===== src/pkg/accel_regs_pkg.sv =====
// constants, field layouts and carrier types of the arming and status register bank
package accel_regs_pkg;

   // register offsets
   localparam logic [7:0] ADDR_POS_THR   = 8'h10;
   localparam logic [7:0] ADDR_NEG_THR   = 8'h12;
   localparam logic [7:0] ADDR_STATUS    = 8'h14;
   localparam logic [7:0] ADDR_TICK_CNT  = 8'h15;
   localparam logic [7:0] ADDR_CORR_VAL  = 8'h16;
   localparam logic [7:0] ADDR_RSVD_A    = 8'h1C;
   localparam logic [7:0] ADDR_RSVD_B    = 8'h1D;

   // reset and disable values
   localparam logic [7:0] THR_RESET      = 8'h00;
   localparam logic [7:0] BYTE_ZERO      = 8'h00;
   localparam logic [7:0] THR_DISABLED   = 8'h00;

   // status bit positions
   localparam int STAT_INT_ERR_BIT       = 6;
   localparam int STAT_INIT_BIT          = 4;
   localparam int STAT_MISMATCH_BIT      = 3;
   localparam int STAT_OFFSET_BIT        = 1;
   localparam int STAT_RESET_BIT         = 0;

   // crc: x^3 + x + 1, seed 111
   localparam logic [2:0] CRC_SEED       = 3'h7;
   localparam logic [2:0] CRC_POLY_LOW   = 3'h3;

   // oscillator monitor tick
   localparam int CORE_CLK_MHZ           = 40;
   localparam int TICK_PERIOD_US         = 128;
   localparam int TICK_CYCLES            = TICK_PERIOD_US * CORE_CLK_MHZ;

   // arming mode selector codes and unit window
   localparam logic [1:0] MODE_AVERAGE   = 2'h1;
   localparam logic [1:0] MODE_COUNT     = 2'h2;
   localparam logic [4:0] WINDOW_ONE     = 5'h01;

   typedef enum logic {ST_INITIALIZING, ST_RUNNING} init_state_t;

   typedef struct packed {
      logic       rd;
      logic       wr;
      logic [7:0] addr;
      logic [7:0] wdata;
   } reg_req_t;

   typedef struct packed {
      logic mismatch_fault;
      logic offset_limit_hit;
      logic internal_fault;
   } fault_events_t;

   typedef struct packed {
      logic [1:0] mode;
      logic [1:0] aws_neg;
      logic [1:0] aws_pos;
   } arm_config_t;

   typedef struct packed {
      logic       pos_enable;
      logic       neg_enable;
      logic       pin_enable;
      logic [7:0] pos_threshold;
      logic [7:0] neg_threshold;
      logic [4:0] pos_window;
      logic [4:0] neg_window;
   } arm_setup_t;

endpackage : accel_regs_pkg

===== src/logic/accel_arming_status_regs.sv =====
// arming thresholds, read-to-clear status, oscillator monitor and crc checks
`timescale 1ns/1ps
`default_nettype none

// Operation
// - threshold writes accepted only before init lock
// - thresholds covered by writable register crc
// - thresholds are independent unsigned 8-bit values
// - zero threshold disables that polarity only
// - both zero disables arming and pin
// - status read-only; read clears transient flags
// - bit 6 internal error, cleared on read
// - persisting crc faults re-raise internal error
// - bit 4 initializing until init completes
// - bit 3 output mismatch, cleared on read
// - bit 1 offset limit, cleared on read
// - bit 0 set during post-reset initialization
// - bits 7 and 5 unused; bit 2 zero
// - free-running 8-bit counter every 128 us
// - read-only latest offset correction value
// - otp shadow crc, x3+x+1, seed 111
// - writable crc checked only while locked
// - mode bits pick average or count windows
module accel_arming_status_regs
   import accel_regs_pkg::*;
#(
   parameter int OTP_BYTES  = 8,
   parameter int EXT_BYTES  = 2,
   parameter int TICK_COUNT = accel_regs_pkg::TICK_CYCLES
) (
   // clock and reset
   input  wire  logic                             core_clk,
   input  wire  logic                             rst,
   // register access
   input  wire  accel_regs_pkg::reg_req_t         reg_req,
   output logic [7:0]                             reg_rdata,
   output logic                                   reg_rvalid,
   // device context
   input  wire  logic                             init_complete_lock,
   input  wire  logic                             init_done,
   input  wire  accel_regs_pkg::fault_events_t    faults,
   input  wire  logic                             corr_load,
   input  wire  logic [7:0]                       corr_in,
   input  wire  accel_regs_pkg::arm_config_t      arm_cfg,
   // crc sources, byte 0 at lowest address
   input  wire  logic [OTP_BYTES*8-1:0]           otp_shadow,
   input  wire  logic [2:0]                       otp_crc_stored,
   input  wire  logic [EXT_BYTES*8-1:0]           writable_other,
   input  wire  logic [2:0]                       writable_crc_stored,
   // arming setup and status view
   output accel_regs_pkg::arm_setup_t             arm_setup,
   output logic                                   internal_data_error_flag,
   output logic                                   initializing_flag
);
   import accel_regs_pkg::*;

   localparam int TICK_W = $clog2(TICK_COUNT);
   localparam logic [TICK_W-1:0] TICK_LAST = TICK_W'(TICK_COUNT - 1);
   localparam int WR_BYTES = EXT_BYTES + 2;

   logic [7:0]        positive_arming_threshold;
   logic [7:0]        negative_arming_threshold;
   logic [7:0]        oscillator_tick_counter;
   logic [7:0]        offset_correction_value;
   logic [7:0]        reserved_slot_a;
   logic [7:0]        reserved_slot_b;
   logic [TICK_W-1:0] prescale;
   logic              output_mismatch_flag;
   logic              offset_error_flag;
   logic              reset_occurred_flag;
   init_state_t       init_state;
   arm_setup_t        arm_q;

   logic [7:0]        next_pos_thr;
   logic [7:0]        next_neg_thr;
   logic [7:0]        next_tick_counter;
   logic [7:0]        next_corr;
   logic [7:0]        next_rsvd_a;
   logic [7:0]        next_rsvd_b;
   logic [TICK_W-1:0] next_prescale;
   logic              next_int_err;
   logic              next_mismatch;
   logic              next_offset;
   logic              next_reset_occ;
   init_state_t       next_init_state;
   logic [7:0]        next_rdata;
   logic              next_rvalid;
   arm_setup_t        next_arm;

   logic [7:0]        status_view;
   logic              status_read;
   logic              thr_unlocked;
   logic [2:0]        otp_crc;
   logic [2:0]        wr_crc;
   logic              otp_fault;
   logic              wr_fault;
   logic [WR_BYTES*8-1:0] wr_image;

   // crc over bytes, ascending address, msb first
   function automatic logic [2:0] crc_step(input logic [2:0] c, input logic [7:0] b);
      logic [2:0] r;
      logic       fb;
      r = c;
      for (int i = 7; i >= 0; i--) begin
         fb = r[2] ^ b[i];
         r  = {r[1:0], 1'b0} ^ (fb ? CRC_POLY_LOW : 3'h0);
      end
      return r;
   endfunction : crc_step

   // extra writable bytes sit below the thresholds in address order
   assign wr_image = {negative_arming_threshold, positive_arming_threshold, writable_other};

   always_comb begin
      otp_crc = CRC_SEED;
      wr_crc  = CRC_SEED;
      for (int k = 0; k < OTP_BYTES; k++) begin
         otp_crc = crc_step(otp_crc, otp_shadow[k*8 +: 8]);
      end
      for (int k = 0; k < WR_BYTES; k++) begin
         wr_crc = crc_step(wr_crc, wr_image[k*8 +: 8]);
      end
   end

   // checked every cycle, so a persisting fault re-raises after a read
   assign otp_fault = otp_crc != otp_crc_stored;
   assign wr_fault  = init_complete_lock && (wr_crc != writable_crc_stored);

   assign status_read  = reg_req.rd && (reg_req.addr == ADDR_STATUS);
   assign thr_unlocked = reg_req.wr && !init_complete_lock;

   always_comb begin
      status_view                    = BYTE_ZERO;
      status_view[STAT_INT_ERR_BIT]  = internal_data_error_flag;
      status_view[STAT_INIT_BIT]     = initializing_flag;
      status_view[STAT_MISMATCH_BIT] = output_mismatch_flag;
      status_view[STAT_OFFSET_BIT]   = offset_error_flag;
      status_view[STAT_RESET_BIT]    = reset_occurred_flag;
   end

   // register writes; read-only slots have no write path
   always_comb begin
      next_pos_thr = positive_arming_threshold;
      next_neg_thr = negative_arming_threshold;
      next_rsvd_a  = reserved_slot_a;
      next_rsvd_b  = reserved_slot_b;
      if (thr_unlocked && reg_req.addr == ADDR_POS_THR) begin
         next_pos_thr = reg_req.wdata;
      end
      if (thr_unlocked && reg_req.addr == ADDR_NEG_THR) begin
         next_neg_thr = reg_req.wdata;
      end
      // stored as written; the host is expected to keep these zero
      if (reg_req.wr && reg_req.addr == ADDR_RSVD_A) begin
         next_rsvd_a = reg_req.wdata;
      end
      if (reg_req.wr && reg_req.addr == ADDR_RSVD_B) begin
         next_rsvd_b = reg_req.wdata;
      end
   end

   // status flags: a set in the read cycle wins over the clear
   always_comb begin
      next_int_err    = (internal_data_error_flag && !status_read)
                        || otp_fault || wr_fault || faults.internal_fault;
      next_mismatch   = (output_mismatch_flag && !status_read) || faults.mismatch_fault;
      next_offset     = (offset_error_flag && !status_read) || faults.offset_limit_hit;
      next_reset_occ  = (reset_occurred_flag && !status_read)
                        || (init_state == ST_INITIALIZING);
      next_init_state = init_state;
      case (init_state)
         ST_INITIALIZING: begin
            if (init_done) begin
               next_init_state = ST_RUNNING;
            end
         end
         ST_RUNNING: next_init_state = ST_RUNNING;
         default:    next_init_state = ST_INITIALIZING;
      endcase
   end

   assign initializing_flag = init_state == ST_INITIALIZING;

   // oscillator monitor and offset correction capture
   always_comb begin
      next_prescale     = prescale + TICK_W'(1);
      next_tick_counter = oscillator_tick_counter;
      if (prescale == TICK_LAST) begin
         next_prescale     = '0;
         next_tick_counter = oscillator_tick_counter + 8'h01;
      end
      next_corr = corr_load ? corr_in : offset_correction_value;
   end

   // read answer one cycle after the strobe
   always_comb begin
      next_rvalid = reg_req.rd;
      next_rdata  = BYTE_ZERO;
      if (reg_req.rd) begin
         case (reg_req.addr)
            ADDR_POS_THR:  next_rdata = positive_arming_threshold;
            ADDR_NEG_THR:  next_rdata = negative_arming_threshold;
            ADDR_STATUS:   next_rdata = status_view;
            ADDR_TICK_CNT: next_rdata = oscillator_tick_counter;
            ADDR_CORR_VAL: next_rdata = offset_correction_value;
            ADDR_RSVD_A:   next_rdata = reserved_slot_a;
            ADDR_RSVD_B:   next_rdata = reserved_slot_b;
            default:       next_rdata = BYTE_ZERO;
         endcase
      end
   end

   // arming setup toward the comparison engine
   always_comb begin
      next_arm               = '0;
      next_arm.pos_threshold = positive_arming_threshold;
      next_arm.neg_threshold = negative_arming_threshold;
      next_arm.pos_enable    = positive_arming_threshold != THR_DISABLED;
      next_arm.neg_enable    = negative_arming_threshold != THR_DISABLED;
      next_arm.pin_enable    = next_arm.pos_enable || next_arm.neg_enable;
      case (arm_cfg.mode)
         MODE_AVERAGE: begin
            // shift two by the code itself: a two-bit code plus one would wrap at code 3
            next_arm.pos_window = {WINDOW_ONE[3:0], 1'b0} << arm_cfg.aws_pos;
            next_arm.neg_window = {WINDOW_ONE[3:0], 1'b0} << arm_cfg.aws_neg;
         end
         MODE_COUNT: begin
            next_arm.pos_window = ({WINDOW_ONE[3:0], 1'b0} << arm_cfg.aws_pos) - WINDOW_ONE;
            next_arm.neg_window = next_arm.pos_window;
         end
         default: begin
            next_arm.pos_window = '0;
            next_arm.neg_window = '0;
         end
      endcase
   end

   assign arm_setup = arm_q;

   always_ff @(posedge core_clk or posedge rst) begin
      if (rst) begin
         positive_arming_threshold <= THR_RESET;
         negative_arming_threshold <= THR_RESET;
         reserved_slot_a           <= BYTE_ZERO;
         reserved_slot_b           <= BYTE_ZERO;
         oscillator_tick_counter   <= BYTE_ZERO;
         offset_correction_value   <= BYTE_ZERO;
         prescale                  <= '0;
         internal_data_error_flag  <= 1'b0;
         output_mismatch_flag      <= 1'b0;
         offset_error_flag         <= 1'b0;
         reset_occurred_flag       <= 1'b1;
         init_state                <= ST_INITIALIZING;
         reg_rdata                 <= BYTE_ZERO;
         reg_rvalid                <= 1'b0;
         arm_q                     <= '0;
      end else begin
         positive_arming_threshold <= next_pos_thr;
         negative_arming_threshold <= next_neg_thr;
         reserved_slot_a           <= next_rsvd_a;
         reserved_slot_b           <= next_rsvd_b;
         oscillator_tick_counter   <= next_tick_counter;
         offset_correction_value   <= next_corr;
         prescale                  <= next_prescale;
         internal_data_error_flag  <= next_int_err;
         output_mismatch_flag      <= next_mismatch;
         offset_error_flag         <= next_offset;
         reset_occurred_flag       <= next_reset_occ;
         init_state                <= next_init_state;
         reg_rdata                 <= next_rdata;
         reg_rvalid                <= next_rvalid;
         arm_q                     <= next_arm;
      end
   end
endmodule : accel_arming_status_regs

`default_nettype wire


===== config.mk =====
export PLATFORM = sky130hd
export DESIGN_NAME = accel_arming_status_regs
export DESIGN_NICKNAME = d
export VERILOG_FILES = /design/src/pkg/accel_regs_pkg.sv /design/src/logic/accel_arming_status_regs.sv
export SDC_FILE = /design/constraint.sdc
export NUM_CORES = 1
export LEC_CHECK = 0
export BUFFER_PORTS_ARGS = -buffer_cell sky130_fd_sc_hd__buf_2
export CAP_MARGIN = 20
export CORE_ASPECT_RATIO = 1.1
export CORE_MARGIN = 2
export CORE_UTILIZATION = 52
export DETAILED_ROUTE_END_ITERATION = 8
export PLACE_DENSITY = 0.8
export SLEW_MARGIN = 20
export SYNTH_ARGS = -nofsm -noshare
export SYNTH_HDL_FRONTEND = slang
export SYNTH_SLANG_ARGS = --single-unit

===== constraint.sdc =====
create_clock -name core_clk -period 3.4 [get_ports core_clk]
set_clock_uncertainty 0.05 [all_clocks]
set_input_delay 0.17 -clock core_clk [delete_from_list [all_inputs] [get_ports core_clk]]
set_output_delay 0.17 -clock core_clk [all_outputs]
set_load 0.01 [all_outputs]

==> impl_metrics.py <==
metrics = {
    "outcome": {
        "status": "complete, no violations",
    },
    "layout": {
        "num-fill-cells": 786,
        "area_delta_synth_final_pct": 24.9,
        "multiInputGateArea_mm2": 0.00283,
        "post-route-util_pct": 66.2,
        "regArea_mm2": 0.00258,
        "diodes": 0,
        "final_nets": 736,
        "drive_above_1_share_pct": 40.3,
    },
    "clock_tree": {
        "ctsHtreeMaxLevel": 3,
        "cts_made_buffers": 9,
        "clk_pin_slew_ns": 0.07,
        "clk_path_buf_depth": 2,
        "cts_root_buf": "clkbuf_16",
        "clkSinkCount": 103,
        "clock_latency_ns": 0.34,
        "cts_tree": "done",
        "cts-resized-gates": 0,
    },
    "die": {
        "initial_core_util_pct": 53.0,
        "pin_count": 166,
        "rows": 39,
        "die_width_um": 102,
        "die_h_um": 111,
        "die_area_mm2": 0.0113,
        "core_region_area_mm2": 0.0103,
    },
    "placement": {
        "gp_congestion": 0.848,
        "dp_hpwl_um": 9550,
        "numPortBuffers": 165,
    },
    "drt": {
        "vias": 3912,
        "drc": 0,
        "drt_iter0_markers": 126,
        "wl_met1_um": 4650,
        "ant_nets": 0,
        "viasPerCell": 5.19,
        "wl_per_cell_um": 16.2,
        "route.met2.wl_um": 6610,
        "drtPass1Iterations": 4,
        "highest_layer": "met4",
        "wl_met3_um": 767,
        "wirelength_um": 12200,
    },
    "pwr": {
        "p_leak_nw": 3.37,
        "p_comb_share_pct": 27.3,
        "p_int_mw": 2.38,
        "power_density_mw_per_mm2": 475,
        "switching_power_mw": 0.857,
        "swShare_pct": 26.5,
        "power_frac_clock_pct": 32.8,
        "ir_worst_vdd_mv": 0.312,
        "seqPwrFrac_pct": 39.9,
    },
    "global_routing": {
        "grt_usage_pct": 22.3,
        "first_global_vias": 4191,
        "grt_max_degree": 56,
        "grt_first_pass_wirelength_um": 19900,
        "antenna_found_initial": 0,
        "gr-total-overflow": 0,
    },
    "synth": {
        "synth.area.top_cells": "dfrtp_1 (47%), xnor2_1 (15%), mux2_2 (10%), xnor3_1 (5.4%), xor2_1 (2.4%)",
        "synth.cell_area_mm2": 0.00546,
        "synth_edf_count": 0,
        "yosysSeqAreaShare_pct": 47.2,
        "syn_nets": 561,
        "synth_cell_types": 44,
        "synth-seq-cells": 103,
        "synthFlopType": "dfrtp_1",
        "avgSynthCellArea_um2": 12.7,
        "synth_warnings": 0,
        "yosysTopAreaCellShare_pct": 46.8,
        "async_reset_ff_share_pct": 100,
        "syn_inst": 431,
        "yosys.area.top_type": "dfrtp_1",
    },
    "setup_path": {
        "crit_fanout": 6,
        "crit_type": "register to register",
        "max_stage_delay_ns": 0.54,
        "cp-end-kind": "register",
        "crit_slowest_cell": "dfrtp_1",
        "required_ns": 3.57,
        "crit_arrival_ns": 2.72,
        "path_cells": "xnor3_1 > xnor3_1 > xnor2_1 > xnor2_1 > mux2i_1 > o31a_1 > a2111o_1",
        "start_kind": "register",
    },
    "sta": {
        "final_hold_viol_count": 0,
        "drv_slew": 0,
        "period_share_pct": 74.9,
        "finalSetupTns_ns": 0,
        "slew_headroom_pct": 53.6,
        "min_period_ns": 2.55,
        "rsz0062_at_grt": "false",
        "setup_viol": 0,
        "max_freq_mhz": 393,
        "tightest_slew_ns": 0.687,
    },
    "hold_path": {
        "min_path_type": "input pin to register",
    },
    "flow_run": {
        "drv_cap": 0,
    },
}
## power groups by stage
stage          clock network, mW  logic (mW)  registers (mW)
2_1_floorplan                  0       0.669            1.32
3_3_place_gp                   0       0.855            1.31
3_5_place_dp                   0       0.883            1.31
4_1_cts                     1.08       0.892            1.29
5_1_grt                     1.13       0.961            1.29
6_report                    1.06       0.883            1.29
## stage by stage
stage	hold WS (ns)	worst slack, ns	cell area (um^2)	power [mW]	instances
2_1_floorplan	0.151	0.478	5460	1.99	431
3_3_place_gp	0.263	0.871	6450	2.17	733
3_5_place_dp	0.281	0.736	6450	2.20	733
4_1_cts	0.00113	0.868	6810	3.27	754
5_1_grt	0.00609	0.774	6810	3.39	754
6_report	0.00656	0.854	6810	3.23	754
## routing by layer
metal	global-route usage (%)	vias up
met5	0	-
met4	5.41	0
li1	-	1844
met1	25.8	1915
met3	5.96	16
met2	40.4	137
## timing repair
action | CTS | global route
hold buffers | 5 | 0
hold endpoints to repair | 56 | 0
buffers inserted | 0 | 0
## cell usage in the layout (no fill, tap or decap), types with 4 or more instances in the layout
cell type and count:
clkbuf_16 9, a21o_1 4, a22oi_1 9, nor3b_1 5
nand2_1 19, a21oi_1 9, ha_1 4, and3_1 4
o22a_1 6, o21ai_0 7, xnor3_1 13, nand3_1 8
nor2b_1 6, xor2_1 15, nor2_1 18, mux2i_1 11
xnor2_1 91, nand4_1 5, mux2_2 49, buf_2 165
nor4_1 4, dlygate4sd3_1 5, dfrtp_1 102
## registers in the layout, summed over array words and instances (netlist names)
| register | flops |
|---|---|
| arm_setup | 28 |
| init_state | 1 |
| internal_data_error_flag | 1 |
| negative_arming_threshold | 8 |
| offset_correction_value | 8 |
| offset_error_flag | 1 |
| oscillator_tick_counter | 8 |
| output_mismatch_flag | 1 |
| positive_arming_threshold | 8 |
| prescale | 13 |
| reg_rdata | 8 |
| reg_rvalid | 1 |
| reserved_slot_a | 8 |
| reserved_slot_b | 8 |
| reset_occurred_flag | 1 |
## worst paths after layout
path	slack, ns	to	cells past startpoint	from
hold reg to reg	0.42	reset_occurred_flag	1	init_state
max in group asynchronous	2.07	negative_arming_threshold[0]	4	rst
hold / removal	0.007	offset_correction_value[6]	2	corr_in[6]
setup / recovery	0.85	internal_data_error_flag	7	positive_arming_threshold[6]
min in group asynchronous	0.45	oscillator_tick_counter[5]	3	rst
setup reg to reg	0.85	internal_data_error_flag	7	positive_arming_threshold[6]
## synth_stat cells, types with 7 or more instances
cell / count
nand3_1: 8
xor2_1: 15
a21oi_1: 9
nand2_1: 19
xnor3_1: 13
a22oi_1: 9
dfrtp_1: 102
mux2i_1: 11
nor2_1: 18
mux2_2: 49
clkbuf_1: 7
o21ai_0: 7
xnor2_1: 91
## worst max-delay path: cells and delay by family (launching register included)
family | cells | cell delay, ns
xor gates and xnor gates | 4 | 1.08
AOI/OAI and AO/OA | 2 | 0.65
DFF | 1 | 0.54
muxes | 1 | 0.12
## layout make-up
class | instances | area share, %
clock buffers | 10 | 3.51
clock inverters | 6 | 1.10
repair buffers | 173 | 13.2
well taps | 143 | 2.63
multi-input cells | 315 | 41.5
flip-flops and latches | 103 | 37.8
inverters | 4 | 0.257
## cells by family (layout without fill, tap and decap cells)
kind of cell / after synthesis / in the layout / share of synthesized area (%)
AOI/OAI and AO/OA: 39 / 39 / 4.86
DFF: 103 / 103 / 47.2
buffers and inverters: 13 / 193 / 0.963
muxes: 62 / 62 / 13.0
xor gates and xnor gates: 123 / 123 / 24.1
adders and majority gates: 4 / 4 / 0.917
and+or+nand+nor: 87 / 87 / 8.96
Note: power is estimated with default switching activity, not from simulation.
